`src/design/io_select_cfg.svh`:
```
// Purpose: constants for the i/o select and wait logic
// Assumes: 125 MHz system clock, 9-bit i/o address
// Notes:   addresses are full byte addresses, bit 0 ignored
`ifndef IO_SELECT_CFG_SVH
`define IO_SELECT_CFG_SVH

// address decode
`define IO_ADDR_W        9
`define ADDR_INTC_LO     9'h000
`define ADDR_INTC_HI     9'h002
`define ADDR_FLOPPY_LO   9'h040
`define ADDR_FLOPPY_HI   9'h046
`define ADDR_PAR_LO      9'h048
`define ADDR_PAR_HI      9'h04E
`define ADDR_PAR_CTRL    9'h04E
`define ADDR_SOUND_LO    9'h050
`define ADDR_SOUND_HI    9'h056
`define ADDR_TIMER_LO    9'h058
`define ADDR_TIMER_HI    9'h05E
`define ADDR_TIMER_CTRL  9'h05E
`define ADDR_SERIAL_LO   9'h060
`define ADDR_SERIAL_HI   9'h066
`define ADDR_DISP_LO     9'h068
`define ADDR_DISP_HI     9'h06E
`define ADDR_DMA_LO      9'h070
`define ADDR_DMA_HI      9'h076
`define ADDR_LOCAL_LO    9'h078
`define ADDR_LOCAL_HI    9'h07E
`define ADDR_EXP_LO      9'h080
`define ADDR_EXP_HI      9'h1FF

// select vector bit positions
`define SEL_INTC         0
`define SEL_FLOPPY       1
`define SEL_PAR          2
`define SEL_SOUND        3
`define SEL_TIMER        4
`define SEL_SERIAL       5
`define SEL_DISP         6
`define SEL_DMA1         7
`define SEL_DMA2         8
`define SEL_EXP          9
`define SEL_W            10

// bus control bit positions
`define CTL_REQ          0
`define CTL_RD           1
`define CTL_WR           2
`define CTL_LOCK         3
`define CTL_SRAM         4
`define CTL_MWR          5
`define CTL_W            6

// pin bit positions
`define PIN_OSC          0
`define PIN_ACK          1
`define PIN_BUSY         2
`define PIN_FAULT        3
`define PIN_SRDY         4
`define PIN_TOUT         5
`define PIN_W            6

// timing
`define SYS_CLK_MHZ      125
`define WAIT_STATE_NS    200
`define WAIT_STATE_CYC   ((`WAIT_STATE_NS * `SYS_CLK_MHZ) / 1000)
`define PCLK_KHZ         2500
`define PCLK_HALF_CYC    ((`SYS_CLK_MHZ * 1000) / (2 * `PCLK_KHZ))
`define SERIAL_WAITS     5
`define SRAM_WAITS       1
`define OSC_DIV_FAST     2
`define OSC_DIV_SLOW     16

`endif

```
`src/design/io_select_pkg.sv`:
```
// Purpose: types for the i/o select and wait logic
// Assumes: io_select_cfg.svh supplies widths
// Notes:   state of each module is one packed struct
`include "io_select_cfg.svh"

package io_select_pkg;

  typedef enum logic {CYC_IDLE, CYC_ACTIVE} cycle_t;

  typedef struct packed {
    logic [`IO_ADDR_W-1:0] addr_m;
    logic [`IO_ADDR_W-1:0] addr_s;
    logic [`CTL_W-1:0]     ctl_m;
    logic [`CTL_W-1:0]     ctl_s;
    logic [`PIN_W-1:0]     pin_m;
    logic [`PIN_W-1:0]     pin_s;
    logic                  osc_prev;
    cycle_t                cyc;
    logic [`SEL_W-1:0]     sel;
    logic [1:0]            idx;
    logic                  disp_ctrl;
    logic                  lock_q;
    logic [2:0]            prn;
    logic                  dma_rdy;
    logic                  tirq;
    logic                  sram_we;
    logic                  screen;
  } top_state_t;

endpackage : io_select_pkg

```
`src/design/wait_if.sv`:
```
// Purpose: carries start, tick and busy of a wait-state chain
// Assumes: one clock shared by both ends
// Notes:   start and tick are one-cycle pulses
`timescale 1ns/1ns

interface wait_if;
  logic start;
  logic tick;
  logic busy;
  modport chain (input start, input tick, output busy);
  modport user  (output start, output tick, input busy);
endinterface : wait_if

```
`src/design/clock_divider.sv`:
```
// Purpose: toggles a clock after a set number of step pulses
// Assumes: step_i is synchronous to clk_i, one step per cycle it is high
// Notes:   tick_o pulses on each toggle
`timescale 1ns/1ns

module clock_divider #(
  parameter int HALF = 2
) (
  // clock and reset
  input  wire logic clk_i,
  input  wire logic rst_i,
  // step and outputs
  input  wire logic step_i,
  output logic      clk_o,
  output logic      tick_o
);
  typedef struct packed {
    logic [7:0] cnt;
    logic       clk;
  } div_state_t;

  div_state_t state_reg;
  div_state_t state_next;

  // rollover on the last step of a half period
  assign tick_o = step_i && (state_reg.cnt == 8'(HALF - 1));
  assign clk_o  = state_reg.clk;

  // count steps and flip the output
  always_comb
  begin
    state_next = state_reg;
    if (tick_o)
    begin
      state_next.cnt = 8'h00;
      state_next.clk = ~state_reg.clk;
    end
    else if (step_i)
      state_next.cnt = state_reg.cnt + 8'h01;
  end

  // state register
  always_ff @(posedge clk_i or posedge rst_i)
  begin
    if (rst_i)
      state_reg <= '0;
    else
      state_reg <= state_next;
  end
endmodule : clock_divider

```
`src/design/wait_chain.sv`:
```
// Purpose: shift-register chain that holds busy for n wait states
// Assumes: tick marks the end of each wait state
// Notes:   a start while busy reloads the chain
`timescale 1ns/1ns

module wait_chain #(
  parameter int STAGES = 1
) (
  // clock and reset
  input  wire logic clk_i,
  input  wire logic rst_i,
  // chain control
  wait_if.chain     w
);
  typedef struct packed {
    logic [STAGES-1:0] sr;
  } chain_state_t;

  chain_state_t state_reg;
  chain_state_t state_next;

  assign w.busy = |state_reg.sr;

  // load ones on start, shift one stage per tick
  always_comb
  begin
    state_next = state_reg;
    if (w.start)
      state_next.sr = '1;
    else if (w.tick)
      state_next.sr = state_reg.sr >> 1;
  end

  // state register
  always_ff @(posedge clk_i or posedge rst_i)
  begin
    if (rst_i)
      state_reg <= '0;
    else
      state_reg <= state_next;
  end
endmodule : wait_chain

```
`src/design/io_select_wait.sv`:
```
// Purpose: i/o chip selects, wait states and derived clocks
// Assumes: bus and pins asynchronous, passed through two flops
// Notes:   selects lag the bus by the sync and one register
//          wait ticks come from the free-running serial clock divider,
//          so the first wait state of an access may be short
`timescale 1ns/1ns
`include "io_select_cfg.svh"

module io_select_wait
  import io_select_pkg::*;
(
  // clock and reset
  input  wire logic                  clk_i,
  input  wire logic                  rst_i,
  // processor i/o bus
  input  wire logic [`IO_ADDR_W-1:0] io_addr_i,
  input  wire logic                  io_req_i,
  input  wire logic                  io_rd_i,
  input  wire logic                  io_wr_i,
  input  wire logic                  lock_i,
  // static ram access
  input  wire logic                  sram_sel_i,
  input  wire logic                  mem_wr_i,
  // pins from oscillator, printer, peripherals
  input  wire logic                  osc_4mhz_i,
  input  wire logic                  printer_ack_i,
  input  wire logic                  printer_busy_i,
  input  wire logic                  printer_fault_i,
  input  wire logic                  serial_ready_i,
  input  wire logic                  timer_out0_i,
  // chip selects
  output logic                       interrupt_controller_select_o,
  output logic                       floppy_select_o,
  output logic                       parallel_select_o,
  output logic                       sound_select_o,
  output logic                       timer_select_o,
  output logic                       serial_select_o,
  output logic                       display_select_o,
  output logic                       display_ctrl_reg_o,
  output logic [1:0]                 dma_channel_attention_o,
  output logic                       expansion_select_o,
  output logic [1:0]                 reg_index_o,
  // ready inputs of the clock generator
  output logic                       ready_input_one_o,
  output logic                       ready_input_two_o,
  // derived clocks
  output logic                       serial_clock_o,
  output logic                       counter_one_clock_o,
  output logic                       counter_two_clock_o,
  output logic                       counter_zero_clock_o,
  // serial controller and dma side
  output logic                       serial_lock_o,
  output logic [2:0]                 serial_printer_o,
  output logic                       dma_ready_o,
  output logic                       timer_irq_o,
  // static ram control
  output logic                       sram_write_enable_o,
  output logic                       sram_screen_o
);

  top_state_t state_reg;
  top_state_t state_next;

  logic [`IO_ADDR_W-1:0] a;
  logic [`SEL_W-1:0]     dec;
  logic                  rd;
  logic                  wr;
  logic                  req;
  logic                  cyc_start;
  logic                  osc_rise;
  logic                  fast_clk;
  logic                  wait_tick;
  logic                  sram_start;

  wait_if serial_w ();
  wait_if sram_w ();

  // synchronised bus view, bit 0 dropped
  // even addresses only
  assign a   = {state_reg.addr_s[`IO_ADDR_W-1:1], 1'b0};
  assign req = state_reg.ctl_s[`CTL_REQ];
  assign rd  = state_reg.ctl_s[`CTL_RD];
  assign wr  = state_reg.ctl_s[`CTL_WR];

  // new i/o cycle and oscillator edge
  assign cyc_start = req && (state_reg.cyc == CYC_IDLE);
  assign osc_rise  = state_reg.pin_s[`PIN_OSC] && !state_reg.osc_prev;

  // address decode of the current cycle
  always_comb
  begin
    dec = '0;
    if (a == `ADDR_INTC_LO || a == `ADDR_INTC_HI)
      dec[`SEL_INTC] = 1'b1;
    if (a >= `ADDR_FLOPPY_LO && a <= `ADDR_FLOPPY_HI)
      dec[`SEL_FLOPPY] = 1'b1;
    if (a >= `ADDR_PAR_LO && a <= `ADDR_PAR_HI
        && !(a == `ADDR_PAR_CTRL && rd))
      dec[`SEL_PAR] = 1'b1;
    if (a >= `ADDR_SOUND_LO && a <= `ADDR_SOUND_HI && wr)
      dec[`SEL_SOUND] = 1'b1;
    if (a >= `ADDR_TIMER_LO && a <= `ADDR_TIMER_HI
        && !(a == `ADDR_TIMER_CTRL && rd))
      dec[`SEL_TIMER] = 1'b1;
    if (a >= `ADDR_SERIAL_LO && a <= `ADDR_SERIAL_HI)
      dec[`SEL_SERIAL] = 1'b1;
    if (a >= `ADDR_DISP_LO && a <= `ADDR_DISP_HI)
      dec[`SEL_DISP] = 1'b1;
    if (a >= `ADDR_DMA_LO && a <= `ADDR_DMA_HI)
      dec[a[1] ? `SEL_DMA2 : `SEL_DMA1] = 1'b1;
    if (a >= `ADDR_EXP_LO && a <= `ADDR_EXP_HI
        && !(a >= `ADDR_LOCAL_LO && a <= `ADDR_LOCAL_HI))
      dec[`SEL_EXP] = 1'b1;
    // no strobe, no select
    if (!req || !(rd || wr))
      dec = '0;
  end

  // next state
  always_comb
  begin
    state_next = state_reg;

    // two-flop synchronisers on every outside input
    // the address must be steady before req is raised
    state_next.addr_m = io_addr_i;
    state_next.addr_s = state_reg.addr_m;
    state_next.ctl_m  = {mem_wr_i, sram_sel_i, lock_i,
                         io_wr_i, io_rd_i, io_req_i};
    state_next.ctl_s  = state_reg.ctl_m;
    state_next.pin_m  = {timer_out0_i, serial_ready_i,
                         printer_fault_i, printer_busy_i,
                         printer_ack_i, osc_4mhz_i};
    state_next.pin_s  = state_reg.pin_m;
    state_next.osc_prev = state_reg.pin_s[`PIN_OSC];

    // cycle tracker for start detection
    // a new cycle starts only after req has been seen low
    if (cyc_start)
      state_next.cyc = CYC_ACTIVE;
    else if (!req)
      state_next.cyc = CYC_IDLE;

    // registered selects
    state_next.sel       = dec;
    state_next.disp_ctrl = a[1];
    // index picks counter 0, 1, 2 or control
    state_next.idx       = a[2:1];

    state_next.lock_q = state_reg.ctl_s[`CTL_LOCK];
    state_next.prn = {state_reg.pin_s[`PIN_FAULT],
                      state_reg.pin_s[`PIN_BUSY],
                      state_reg.pin_s[`PIN_ACK]};
    state_next.dma_rdy = state_reg.pin_s[`PIN_SRDY];
    // counter 0 output raises the timer request
    state_next.tirq    = state_reg.pin_s[`PIN_TOUT];

    // write enable and mux toward screen when idle
    state_next.sram_we = state_reg.ctl_s[`CTL_SRAM]
                         && state_reg.ctl_s[`CTL_MWR];
    state_next.screen  = !state_reg.ctl_s[`CTL_SRAM];
  end

  // state register
  always_ff @(posedge clk_i or posedge rst_i)
  begin
    if (rst_i)
    begin
      state_reg        <= '0;
      state_reg.cyc    <= CYC_IDLE;
      state_reg.screen <= 1'b1;
    end
    else
      state_reg <= state_next;
  end

  // serial clock from the system clock
  // toggles every half period, even duty
  clock_divider #(
    .HALF (`PCLK_HALF_CYC)
  ) u_serial_clk (
    .clk_i  (clk_i),
    .rst_i  (rst_i),
    .step_i (1'b1),
    .clk_o  (serial_clock_o),
    .tick_o (wait_tick)
  );

  // oscillator halved for counters 1 and 2
  clock_divider #(
    .HALF (`OSC_DIV_FAST / 2)
  ) u_fast_clk (
    .clk_i  (clk_i),
    .rst_i  (rst_i),
    .step_i (osc_rise),
    .clk_o  (fast_clk),
    .tick_o ()
  );

  // oscillator over 16 for counter 0
  clock_divider #(
    .HALF (`OSC_DIV_SLOW / 2)
  ) u_slow_clk (
    .clk_i  (clk_i),
    .rst_i  (rst_i),
    .step_i (osc_rise),
    .clk_o  (counter_zero_clock_o),
    .tick_o ()
  );

  assign counter_one_clock_o = fast_clk;
  assign counter_two_clock_o = fast_clk;

  assign serial_w.start = cyc_start && dec[`SEL_SERIAL];
  assign serial_w.tick  = wait_tick;

  wait_chain #(
    .STAGES (`SERIAL_WAITS)
  ) u_serial_wait (
    .clk_i (clk_i),
    .rst_i (rst_i),
    .w     (serial_w.chain)
  );

  // single stage on static ram accesses
  // rising edge of the synced select: the registered screen flag holds the inverted
  // select of one cycle back, so no logic reads the first sync flop
  assign sram_start   = state_reg.ctl_s[`CTL_SRAM] && state_reg.screen;
  assign sram_w.start = sram_start;
  assign sram_w.tick  = wait_tick;

  wait_chain #(
    .STAGES (`SRAM_WAITS)
  ) u_sram_wait (
    .clk_i (clk_i),
    .rst_i (rst_i),
    .w     (sram_w.chain)
  );

  // ready one for memory, ready two for i/o
  // ready drops already in the start cycle, before the chain loads
  assign ready_input_one_o = !(sram_w.busy || sram_start);
  assign ready_input_two_o = !(serial_w.busy || serial_w.start);

  // registered outputs
  assign interrupt_controller_select_o = state_reg.sel[`SEL_INTC];
  assign floppy_select_o         = state_reg.sel[`SEL_FLOPPY];
  assign parallel_select_o       = state_reg.sel[`SEL_PAR];
  assign sound_select_o          = state_reg.sel[`SEL_SOUND];
  assign timer_select_o          = state_reg.sel[`SEL_TIMER];
  assign serial_select_o         = state_reg.sel[`SEL_SERIAL];
  assign display_select_o        = state_reg.sel[`SEL_DISP];
  assign display_ctrl_reg_o      = state_reg.disp_ctrl;
  assign dma_channel_attention_o = {state_reg.sel[`SEL_DMA2],
                                    state_reg.sel[`SEL_DMA1]};
  assign expansion_select_o      = state_reg.sel[`SEL_EXP];
  assign reg_index_o             = state_reg.idx;

  // pass-through to serial controller, dma and interrupts, then static ram control
  assign serial_lock_o       = state_reg.lock_q;
  assign serial_printer_o    = state_reg.prn;
  assign dma_ready_o         = state_reg.dma_rdy;
  assign timer_irq_o         = state_reg.tirq;
  assign sram_write_enable_o = state_reg.sram_we;
  assign sram_screen_o       = state_reg.screen;

endmodule : io_select_wait

```
`config.mk`:
```
export PLATFORM = sky130hd
export DESIGN_NAME = io_select_wait
export DESIGN_NICKNAME = d
export VERILOG_FILES = /design/src/design/io_select_pkg.sv /design/src/design/wait_if.sv /design/src/design/clock_divider.sv /design/src/design/wait_chain.sv /design/src/design/io_select_wait.sv
export VERILOG_INCLUDE_DIRS = /design/src /design/src/design
export SDC_FILE = /design/constraint.sdc
export NUM_CORES = 1
export LEC_CHECK = 0
export BUFFER_PORTS_ARGS = -buffer_cell sky130_fd_sc_hd__buf_4
export CAP_MARGIN = 20
export CORE_ASPECT_RATIO = 2
export CORE_UTILIZATION = 50
export DETAILED_ROUTE_END_ITERATION = 12
export GPL_TIMING_DRIVEN = 0
export PLACE_DENSITY = 0.7
export SETUP_SLACK_MARGIN = 0.2
export SLEW_MARGIN = 25
export SYNTH_ARGS = -nofsm -noshare
export SYNTH_HDL_FRONTEND = slang
export SYNTH_SLANG_ARGS = --single-unit
```
`constraint.sdc`:
```
create_clock -name clk_i -period 3.1 [get_ports clk_i]
set_input_delay 0.31 -clock clk_i [delete_from_list [all_inputs] [get_ports clk_i]]
set_output_delay 0.31 -clock clk_i [all_outputs]
set_load 0.01 [all_outputs]
```
* Word-level counts from Yosys, hierarchy flattened
Index checks and enable logic that the tools add are counted.
Storage, ports and cells: register bits 98, output and inout port bits 27, word-level logic and storage cells 127
Cells by class: multiplexer cells 24, reduce and logical (&&, ||, !) cells 44, magnitude comparators 20, equality and inequality tests 6, bitwise gates (word level) 5, $add $sub $neg 3
Operators by type and width (number):
- $ge 9x7->1 const B | 8
- $le 9x7->1 const B | 8
- $mux 8 | 5
- $add 8x1->8 const B | 3
- $logic_and 1x1->1 | 23
- $mux 10 | 2
- $eq 8x6->1 const B | 2
- $mux 1 | 13
- $mux 5 | 2
- $or 7x10->10 | 1
- $ge 9x8->1 const B | 1
- $le 9x9->1 const B | 1
- $logic_not 1->1 | 9
- $logic_not 9->1 | 1
- $eq 8x1->1 const B | 1
- $eq 8x3->1 const B | 1
- $eq 8x5->1 const B | 1
- $logic_not 8->1 | 1
- $reduce_bool 2->1 | 4
- $logic_or 1x1->1 | 5
- $lt 4x5->1 const B | 1
- $reduce_or 5->1 | 1
- $demux 1 s4 | 1
- $ge 4x1->1 const B | 1
- other kinds (3) | 6

* Depth between registers and ports, before layout
Gate-level depths: netlist of the first run.
word-level depth 12, depth in mapped cells 5, gate-level depth less buffers 5

* Modules after synthesis
Synthesis of the first run repeated with hierarchy kept, for this count alone.
Unflattened totals: cell total of the unflattened synthesis 246, area total of the unflattened synthesis 3470.8 µm²
Modules (own cells, without submodules):
- io_select_wait | times used 1, cells each 105, seq. area each 1552.7 µm², area an instance 1865.5 µm²
- clock_divider at u_fast_clk | times used 1, cells each 42, seq. area each 225.2 µm², area an instance 476.7 µm²
- clock_divider at u_serial_clk | times used 1, cells each 42, seq. area each 225.2 µm², area an instance 455.4 µm²
- clock_divider at u_slow_clk | times used 1, cells each 34, seq. area each 225.2 µm², area an instance 420.4 µm²
- wait_chain at u_serial_wait | times used 1, cells each 19, seq. area each 125.1 µm², area an instance 212.7 µm²
- wait_chain at u_sram_wait | times used 1, cells each 4, seq. area each 25.0 µm², area an instance 40.0 µm²

* Worst setup path after synthesis of the first run
Ideal clock, no wire load.
kind register to output, start point register state_reg, in the netlist a[3], end point output port ready_input_two_o, stages on the path, launching flop included 5, arrival time 1354 ps, setup slack 1436 ps, buffers on the path 1, path through dfrtp_1 -> or2_0 -> or4_1 -> buf_2 -> and3_1
On the way: cells in the longest elaborated chain, start to end 9
Ends and longest elaborated chain:
- from (decl) | RTL line io_select_wait.sv:61 | top_state_t state_reg;
- from (signal assigned) | RTL line io_select_wait.sv:174 | state_reg <= state_next;
- $ge 9x7->1 (no source line) / $le 9x7->1 (equally long branches)
- $logic_and 1x1->1 (no source line)
- $mux 1 | RTL line io_select_wait.sv:105 | if (a >= `ADDR_SERIAL_LO && a <= `ADDR_SERIAL_HI)
- $or 7x10->10 (no source line)
- $mux 10 * | RTL line io_select_wait.sv:109 | if (a >= `ADDR_DMA_LO && a <= `ADDR_DMA_HI)
- $mux 10 * | RTL line io_select_wait.sv:115 | if (!req || !(rd || wr))
- $logic_and 1x1->1 * | RTL line io_select_wait.sv:214 | assign serial_w.start = cyc_start && dec[`SEL_SERIAL];
- $logic_or 1x1->1 * | RTL line io_select_wait.sv:243 | assign ready_input_two_o = !(serial_w.busy || serial_w.start);
- $logic_not 1->1 * | RTL line io_select_wait.sv:243
- to (decl) | RTL line io_select_wait.sv:45 | output logic ready_input_two_o,
Mark *: on every way between the ends. The rest lies on a longest branch, timed or not.

* Worst setup path in the final report of the first run
Ends and elaborated chain as after synthesis.

==> flow_summary.toml, run 1 <==
[power_and_ir_drop]
ir_drop_mv = 0.6138
power.leakage_nw = 1.974
cellPowerDensity_mw_per_mm2 = 663.8

[global_routing]
globalRouteTotalUtil = 0.1693
antenna_found_initial = 0
grt_pass1_vias = 1832
overflow = 0
grt_max_degree = 69
grt_pass1_wl_um = 8369

[layout]
final_util = 0.6508
nNetsFinal = 332
layout-drive-gt1-share = 0.2557
n_antenna_cell = 0
syn_to_final_growth_pct = 24.74
largest_reg_flops = 27
fillers = 469

[sta]
period_needed_ns = 2.247
finalMaxSlewViolations = 0
rsz0062_at_grt = "no"
setup_violations = 0
fin_ws_ns = 0.8534
hold_viol = 0
skew_ns = 0.005779
finalCritPeriodShare = 0.7247
fmax_mhz = 445.1
worst_pin_slew_ns = 0.5501
slew_headroom = 0.6281
whs_ns = 0.07545

[synth]
async_flop_share = 1.000
yosysMostFrequentCell = "dfrtp_1"
synth_common_cells = "dfrtp_1 (94), nor2_1 (18), nand3_1 (14)"
synth_nets = 271
synth_seq_cells = 95
synthesis.instances = 243
yosys_warnings = 0
synth_edf_count = 0
synth-main-ff-cell = "dfrtp_1"
synth_area_mm2 = 0.003292
seq_area_frac_synth = 0.7225
yosysTopAreaCell = "dfrtp_1"
yosysUniqueCellTypes = 37
synthTopCellsByArea = "dfrtp_1 (71%), xnor2_1 (3.2%), nand3_1 (2.1%), nor2_1 (2.1%), ha_1 (1.9%)"
synth.avg_cell_area_um2 = 13.55
synth_top_area_frac = 0.7146

[cts]
cts_tree = "done"
clockBufferDepth = 2
clkTransAtPathRegs_ns = 0.07
cts.sinks = 95
clk_latency_ns = 0.33
cts_resized = 0
cts_buffers = 9
root_buffer = "clkbuf_16"
htree_levels = 3

[setup_path]
cp.required_ns = 2.79
crit_path_end_kind = "output pin"
slowest_stage = "or4_1"
path_max_fanout = 6
start_kind = "flip-flop"
cp.arrival_ns = 1.94
rr_worst_depth = 4
cp_slowest_stage_delay_ns = 0.48
crit_chain = "or2_0 -> or4_1 -> buf_2 -> and3_1 -> buf_4"
critPathKind = "flip-flop to output pin"

[route]
routed_wl_um = 5054
viasPerCell = 4.909
ant_nets = 0
dr.pass1.iters = 4
routedWlPerCell_um = 12.79
drcViolationCount = 0
via_count = 1939
drt_iter0_markers = 44

[place]
place.gp.congestion = 0.7526
post-place-ws_ns = 1.221
port_buffers = 48
post-dp-hpwl_um = 3426

[worst_hold_path]
hold_path_depth = 1
worstHoldPathType = "primary input to flip-flop"

[floorplan]
coreArea_mm2 = 0.006310
io_pins = 50
die_y_um = 116.8
rows = 41
die_w_um = 59.38
initial_core_util = 0.5217
dieArea_mm2 = 0.006932

[run]
drv_cap = 0

[outcome]
status = "completed"
-- power breakdown --
part,internal (mW),switching [mW]
logic,0.129,0.105
registers,1.32,0.0660
clock network,0.654,0.448
total,2.11,0.619
-- repair_timing --
item                       CTS  global route
hold buffers                 1             0
setup endpoints to repair    0             0
setup buffers                0             0
hold endpoints to repair    26             0
-- through the flow --
stage	instance area, um^2	TNS, ns	cells	total power, mW
final	4106	0	395	2.726
after global routing	4106	0	395	2.834
after CTS	4106	0	395	2.754
after detailed placement	3792	0	378	1.646
after global placement	3760	-51.33	377	1.632
after floorplan	3292	0	243	1.534
-- area by class of cell --
type / instances / area (um^2) / share of cell area
plain buffers: 12 / 76.32 / 0.01859
repair buffers: 50 / 397.9 / 0.09689
multi-input cells: 127 / 803.3 / 0.1956
flip-flops and latches: 95 / 2379 / 0.5792
clock buffers: 11 / 242.7 / 0.05911
well taps: 86 / 107.6 / 0.02620
clock inverters: 5 / 61.31 / 0.01493
inverters: 9 / 38.79 / 0.009445
-- layout by cell type, fill, tap and decap left out, drive strengths merged, types with 2 or more instances in the layout --
master | Yosys | routed
xor2 | 7 | 7
and3 | 6 | 6
a21oi | 2 | 2
or4 | 2 | 2
nor2b | 2 | 2
o21ai | 12 | 12
or3 | 3 | 3
nor4 | 2 | 2
and4b | 2 | 2
buf | 9 | 58
nand2 | 13 | 13
dfrtp | 94 | 94
nand3 | 14 | 14
nor2 | 18 | 18
nor3 | 5 | 5
xnor2 | 12 | 12
nand4b | 3 | 3
ha | 5 | 5
nand4 | 7 | 7
nand2b | 2 | 2
clkbuf | 3 | 14
inv | 9 | 12
or2 | 2 | 2
and2 | 2 | 2
-- routing by layer --
layer | track usage | vias to the layer above | part of all wire
met1 | 0.1909 | 946 | 0.38
met3 | 0.05759 | 11 | 0.040
met4 | 0.09524 | 0 | 0.026
li1 | - | 940 | -
met2 | 0.2749 | 42 | 0.55
met5 | 0 | - | 0
-- cells by family (layout without fill, tap and decap cells) --
family | Yosys count | after routing | synth area share
DFF | 95 | 95 | 0.7225
and+or+nand+nor | 87 | 87 | 0.1486
AOI/OAI and AO/OA | 16 | 16 | 0.02585
adders and majority gates | 5 | 5 | 0.01900
buffers and inverters | 21 | 87 | 0.03345
xor gates and xnor gates | 19 | 19 | 0.05055
-- worst max-delay path: cells and delay by family (launching register included) --
family,cells,cell delay (ns)
simple gates,3,0.90
flops,1,0.40
buf+inv,2,0.31
-- path summary, 6_finish.rpt --
| kind | startpoint | slack (ns) | to |
|---|---|---|---|
| worst max-delay path | a[3]$_DFF_PP0_ | 0.85 | ready_input_two_o |
| worst min-delay path | lock_i | 0.08 | state_next[38]$_DFF_PP0_ |
| worst max register to register | a[3]$_DFF_PP0_ | 1.64 | u_serial_wait.state_reg[3]$_DFFE_PP0P_ |
| worst min register to register | state_next[3]$_DFF_PP0_ | 0.35 | dma_ready_o$_DFF_PP0_ |
| max in group asynchronous | rst_i | 2.04 | reg_index_o[0]$_DFF_PP0_ |
| min in group asynchronous | rst_i | 0.49 | u_slow_clk.state_reg[6]$_DFFE_PP0P_ |
Note: power is estimated with default switching activity, not from simulation.
==> inputs of run 2 (changes only) <==
--- a/config.mk
+++ b/config.mk
@@ -6,13 +6,14 @@
 export SDC_FILE = /design/constraint.sdc
 export NUM_CORES = 1
 export LEC_CHECK = 0
+export ABC_AREA = 1
 export BUFFER_PORTS_ARGS = -buffer_cell sky130_fd_sc_hd__buf_4
 export CAP_MARGIN = 20
 export CORE_ASPECT_RATIO = 2
 export CORE_UTILIZATION = 50
 export DETAILED_ROUTE_END_ITERATION = 12
 export GPL_TIMING_DRIVEN = 0
-export PLACE_DENSITY = 0.7
+export PLACE_DENSITY = 0.69
 export SETUP_SLACK_MARGIN = 0.2
 export SLEW_MARGIN = 25
 export SYNTH_ARGS = -nofsm -noshare
==> constraint.sdc (replaced) <==
create_clock -name clk_i -period 2.3 [get_ports clk_i]
set_input_delay 0.23 -clock clk_i [delete_from_list [all_inputs] [get_ports clk_i]]
set_output_delay 0.23 -clock clk_i [all_outputs]
set_load 0.01 [all_outputs]
==> flow_summary.toml, run 2 <==
[worst_hold_path]
worstHoldPathType = "primary input to async pin"

[synth]
synth_area_mm2 = 0.003636
synth_top_area_frac = 0.6469
synth.avg_cell_area_um2 = 10.24
synth_seq_cells = 95
synth_nets = 383
synthTopCellsByArea = "dfrtp_1 (65%), nand2_1 (9.1%), inv_1 (5.7%), nor2_1 (3.3%), nand3_1 (3.2%)"
yosysTopAreaCell = "dfrtp_1"
seq_area_frac_synth = 0.6542
synthesis.instances = 355
yosysMostFrequentCell = "dfrtp_1"
yosysUniqueCellTypes = 26
synth_edf_count = 0
yosys_warnings = 0
synth_common_cells = "dfrtp_1 (94), nand2_1 (88), inv_1 (55)"
synth-main-ff-cell = "dfrtp_1"
async_flop_share = 1.000

[route]
via_count = 2439
drt_iter0_markers = 116
viasPerCell = 4.593
ant_nets = 0
dr.pass1.iters = 4
routed_wl_um = 6054
drcViolationCount = 0
routedWlPerCell_um = 11.40

[global_routing]
grt_max_degree = 31
globalRouteTotalUtil = 0.1788
grt_pass1_vias = 2389
grt_pass1_wl_um = 10340
overflow = 0
antenna_found_initial = 0

[setup_path]
cp.arrival_ns = 1.45
start_kind = "flip-flop"
critPathKind = "flip-flop to output pin"
rr_worst_depth = 6
path_max_fanout = 5
ff2ff_setup_slack_ns = 0.99
crit_path_end_kind = "output pin"
cp.required_ns = 2.07

[power_and_ir_drop]
ir_drop_mv = 0.6400
pwr-share-clk = 0.374
swShare = 0.2498
power_frac_seq = 0.496
internal_power_mw = 2.933
power.leakage_nw = 2.470
combinationalPowerShare = 0.130
cellPowerDensity_mw_per_mm2 = 834.7
power_switching_mw = 0.9769

[sta]
period_needed_ns = 1.680
skew_ns = 0.006841
rsz0062_at_grt = "no"
slew_headroom = 0.5326
hold_viol = 0
finalMaxSlewViolations = 0
worst_pin_slew_ns = 0.6996
fmax_mhz = 595.1
fin_ws_ns = 0.6195
finalCritPeriodShare = 0.7306
fin_setup_tns_ns = 0
setup_violations = 0

[cts]
cts.sinks = 95
clkTransAtPathRegs_ns = 0.06
cts_setup_buffers = 0
clk_latency_ns = 0.33
cts_tree = "done"
clockBufferDepth = 2
cts_buffers = 9
htree_levels = 3
root_buffer = "clkbuf_16"

[layout]
final_cell_mix = "dfrtp_1 (94), nand2_1 (88), buf_4 (58), inv_1 (54), nor2_1 (32)"
fin_cells = 531
syn_to_final_growth_pct = 28.84
final_util = 0.6698
fin_area_mm2 = 0.004684
n_antenna_cell = 0
nNetsFinal = 464
fillers = 566
largest_reg_flops = 27
layout_commonest_cell = "dfrtp_1"
layout-drive-gt1-share = 0.2154

[floorplan]
die_y_um = 122.6
die_w_um = 62.30
dieArea_mm2 = 0.007638
coreArea_mm2 = 0.006994
rows = 43
initial_core_util = 0.5199
io_pins = 50

[place]
post-place-cells = 496
post-place-ws_ns = 0.9646
place.gp.congestion = 0.8467
post-dp-hpwl_um = 4315
port_buffers = 48
place_area_mm2 = 0.004188

[run]
drv_cap = 0

[outcome]
status = "completed"
## run 2: routing by layer
metal,global-route usage,share of wire
met4,0.09448,0.023
met5,0,0
met1,0.1901,0.39
met2,0.3283,0.55
met3,0.03810,0.030
## run 2: final timing paths
check,from,endpoint
worst max register to register,u_serial_clk.state_reg[1]$_DFF_PP0_,u_serial_clk.state_reg[7]$_DFF_PP0_
min in group clk_i,lock_i,state_next[38]$_DFF_PP0_
worst max-delay path,a[7]$_DFF_PP0_,ready_input_two_o
worst min register to register,state_next[51]$_DFF_PP0_,a[4]$_DFF_PP0_
max in group asynchronous,rst_i,u_fast_clk.state_reg[4]$_DFFE_PP0P_
worst min-delay path,rst_i,serial_printer_o[0]$_DFF_PP0_
## run 2: stage by stage
stage	total power [mW]	hold WS [ns]
after floorplan	2.260	0.2614
after global placement	2.424	0.3314
after detailed placement	2.456	0.3347
after CTS	3.964	0.003973
after global routing	4.103	0.004224
final	3.910	0.01126
## run 2: worst max-delay path: stages, from the launching register on
cell and delay [ns]:
dfrtp_1 0.37, nor2_2 0.21, nand3_2 0.15, nor2_4 0.17, a21oi_1 0.08, buf_4 0.14
## run 2: area by class of cell
cell class              count  area [um^2]  area share
well taps                  90        112.6     0.02404
repair buffers             70        625.6      0.1335
flip-flops and latches     95         2379      0.5077
clock buffers              10        239.0     0.05101
multi-input cells         193        967.2      0.2065
clock inverters             6        67.56     0.01442
plain buffers              11        78.83     0.01683
inverters                  56        215.2     0.04594
## run 2: timing repair
action                                 in CTS  in global routing
resized for setup                           0                  0
endpoints found under the hold margin      19                  0
hold buffers                               19                  0
## run 2: kinds of logic (layout without fill, tap and decap cells)
group,after synthesis,after routing,synth area share
adders and majority gates,5,5,0.01721
DFF,95,95,0.6542
xor gates and xnor gates,9,9,0.02168
buffers and inverters,67,153,0.07983
AOI/OAI and AO/OA,9,9,0.01342
and+or+nand+nor,170,170,0.2137
## run 2: power groups by stage
stage	clock network [mW]	logic, mW	registers (mW)
6_report	1.46	0.507	1.94
5_1_grt	1.56	0.580	1.96
2_1_floorplan	0	0.308	1.95
3_3_place_gp	0	0.462	1.96
4_1_cts	1.51	0.517	1.94
3_5_place_dp	0	0.489	1.97
==> inputs of run 3 (changes only) <==
--- a/config.mk
+++ b/config.mk
@@ -13,7 +13,7 @@
 export CORE_UTILIZATION = 50
 export DETAILED_ROUTE_END_ITERATION = 12
 export GPL_TIMING_DRIVEN = 0
-export PLACE_DENSITY = 0.69
+export PLACE_DENSITY = 0.72
 export SETUP_SLACK_MARGIN = 0.2
 export SLEW_MARGIN = 25
 export SYNTH_ARGS = -nofsm -noshare
==> constraint.sdc (replaced) <==
create_clock -name clk_i -period 1.44 [get_ports clk_i]
set_input_delay 0.144 -clock clk_i [delete_from_list [all_inputs] [get_ports clk_i]]
set_output_delay 0.144 -clock clk_i [all_outputs]
set_load 0.01 [all_outputs]
==> flow_summary.toml, run 3 (same netlist as run 2, synthesis figures left out) <==
[outcome]
status = "complete, but fails checks"
violations = "negative setup slack"

[layout]
syn_to_final_growth_pct = 38.30
nNetsFinal = 480
n_antenna_cell = 0
layout-drive-gt1-share = 0.2998
layout_commonest_cell = "dfrtp_1"
final_cell_mix = "dfrtp_1 (94), nand2_1 (78), buf_4 (68), inv_1 (52), nor2_1 (27)"
largest_reg_flops = 27
fin_area_mm2 = 0.005029

[route]
drt_iter0_markers = 78
ant_nets = 0
viasPerCell = 4.728
routedWlPerCell_um = 11.86
routed_wl_um = 6485
dr.pass1.iters = 4
drcViolationCount = 0
via_count = 2586

[setup_path]
r2r_start = "u_serial_clk.state_reg[3]$_DFF_PP0_"
cp.required_ns = 1.30
crit_path_end_kind = "output pin"
rr_worst_depth = 3
startpoint = "a[3]$_DFF_PP0_"
cp.arrival_ns = 1.31
critPathKind = "flip-flop to output pin"
path_max_fanout = 3
reg2reg_to = "u_serial_clk.clk_o$_DFFE_PP0N_"
ff2ff_setup_slack_ns = 0.12
endpoint = "ready_input_two_o"
start_kind = "flip-flop"

[floorplan]
initial_core_util = 0.5199
coreArea_mm2 = 0.006994
rows = 43
die_w_um = 62.30
die_y_um = 122.6
io_pins = 50
dieArea_mm2 = 0.007638

[global_routing]
grt_pass1_wl_um = 10900
overflow = 0
grt_max_degree = 35
grt_pass1_vias = 2557
antenna_found_initial = 0
globalRouteTotalUtil = 0.1885

[place]
place.gp.congestion = 0.7815
post-dp-hpwl_um = 4196
port_buffers = 48
post-place-ws_ns = 0.1471
place_area_mm2 = 0.004173

[worst_hold_path]
worstHoldPathType = "primary input to async pin"

[cts]
cts.sinks = 95
clk_latency_ns = 0.34
clockBufferDepth = 2
cts_tree = "done"
cts_buffers = 9
clkTransAtPathRegs_ns = 0.06
root_buffer = "clkbuf_16"
htree_levels = 3

[sta]
fmax_mhz = 688.5
setup_violations = 1
finalMaxSlewViolations = 0
worst_pin_slew_ns = 0.3634
rsz0062_at_grt = "yes"
fin_ws_ns = -0.01233
skew_ns = 0.005187
period_needed_ns = 1.452
slew_headroom = 0.7569
hold_viol = 0
whs_ns = 0.2858
fin_setup_tns_ns = -0.01233
finalCritPeriodShare = 1.009

[power_and_ir_drop]
cellPowerDensity_mw_per_mm2 = 1310
swShare = 0.2569
power_switching_mw = 1.692
pwr-share-clk = 0.381
combinationalPowerShare = 0.147
power_frac_seq = 0.472
power.leakage_nw = 2.598
ir_drop_mv = 1.021
internal_power_mw = 4.896

[run]
drv_cap = 0
## run 3: cell types whose count changed in the layout (fill, tap and decap cells not counted), moves of 3 or more
cell,delta
a21oi_1,-3
a21oi_2,+3
buf_4,+10
ha_1,-4
nand2_1,-10
nand2_2,+9
nor2_1,-5
nor2_2,-3
nor2_4,+8
o21ai_0,-4
## run 3: worst min path at each step
stage | startpoint | end | cells after the start
after global routing | rst_i | serial_lock_o$_DFF_PP0_ | 3
after global placement | mem_wr_i | state_next[40]$_DFF_PP0_ | 1
final | rst_i | serial_lock_o$_DFF_PP0_ | 3
after detailed placement | rst_i | state_next[3]$_DFF_PP0_ | 2
after CTS | rst_i | state_next[3]$_DFF_PP0_ | 3
after floorplan | osc_4mhz_i | state_next[23]$_DFF_PP0_ | 0
## run 3: cell type report
class                           instances  area (um^2)
Inverter                               56        226.5
Sequential cell                        95         2379
Timing Repair Buffer                   86        782.0
Tap cell                               90        112.6
Clock inverter                          6        92.59
Buffer                                 11        82.58
Clock buffer                           10        229.0
Fill cell                             493         1966
Multi-Input combinational cell        193         1125
## run 3: what timing repair did
action / 4_1_cts / 5_1_grt
resized for setup: 15 / 36
buffers inserted: 7 / 5
cloned: 0 / 2
hold buffers: 21 / 0
pin swaps: 7 / 9
setup endpoints to repair: 14 / 57
endpoints found under the hold margin: 56 / 0
## run 3: through the flow
| step | util | instances | power, mW |
|---|---|---|---|
| 2_1_floorplan | - | 355 | 3.609 |
| 3_3_place_gp | 0.5880 | 493 | 3.874 |
| 3_5_place_dp | 0.5966 | 496 | 3.929 |
| 4_1_cts | 0.6868 | 540 | 6.499 |
| 5_1_grt | 0.7190 | 547 | 6.888 |
| 6_report | 0.7190 | 547 | 6.588 |
## run 3: per-layer routing
| layer | GRT usage | vias to the layer above | share of wire | wire [um] |
|---|---|---|---|---|
| met5 | 0 | - | 0 | 0 |
| met4 | 0.1090 | 0 | 0.034 | 222 |
| met3 | 0.04275 | 18 | 0.031 | 202 |
| met2 | 0.3496 | 60 | 0.57 | 3691 |
| met1 | 0.1912 | 1240 | 0.37 | 2368 |
| li1 | - | 1268 | - | - |
## run 3: worst max-delay path, stage by stage, from the launching register on
cell	delay [ns]
dfrtp_1	0.42
nor2_4	0.15
nand3_2	0.10
nor2_4	0.10
a21oi_2	0.05
buf_4	0.14
## run 3: power by group through the flow
stage / clock network [mW] / registers (mW) / logic [mW]
after CTS: 2.55 / 3.10 / 0.849
after global routing: 2.66 / 3.14 / 1.08
after global placement: 0 / 3.13 / 0.742
final: 2.51 / 3.11 / 0.967
after floorplan: 0 / 3.12 / 0.492
after detailed placement: 0 / 3.15 / 0.784
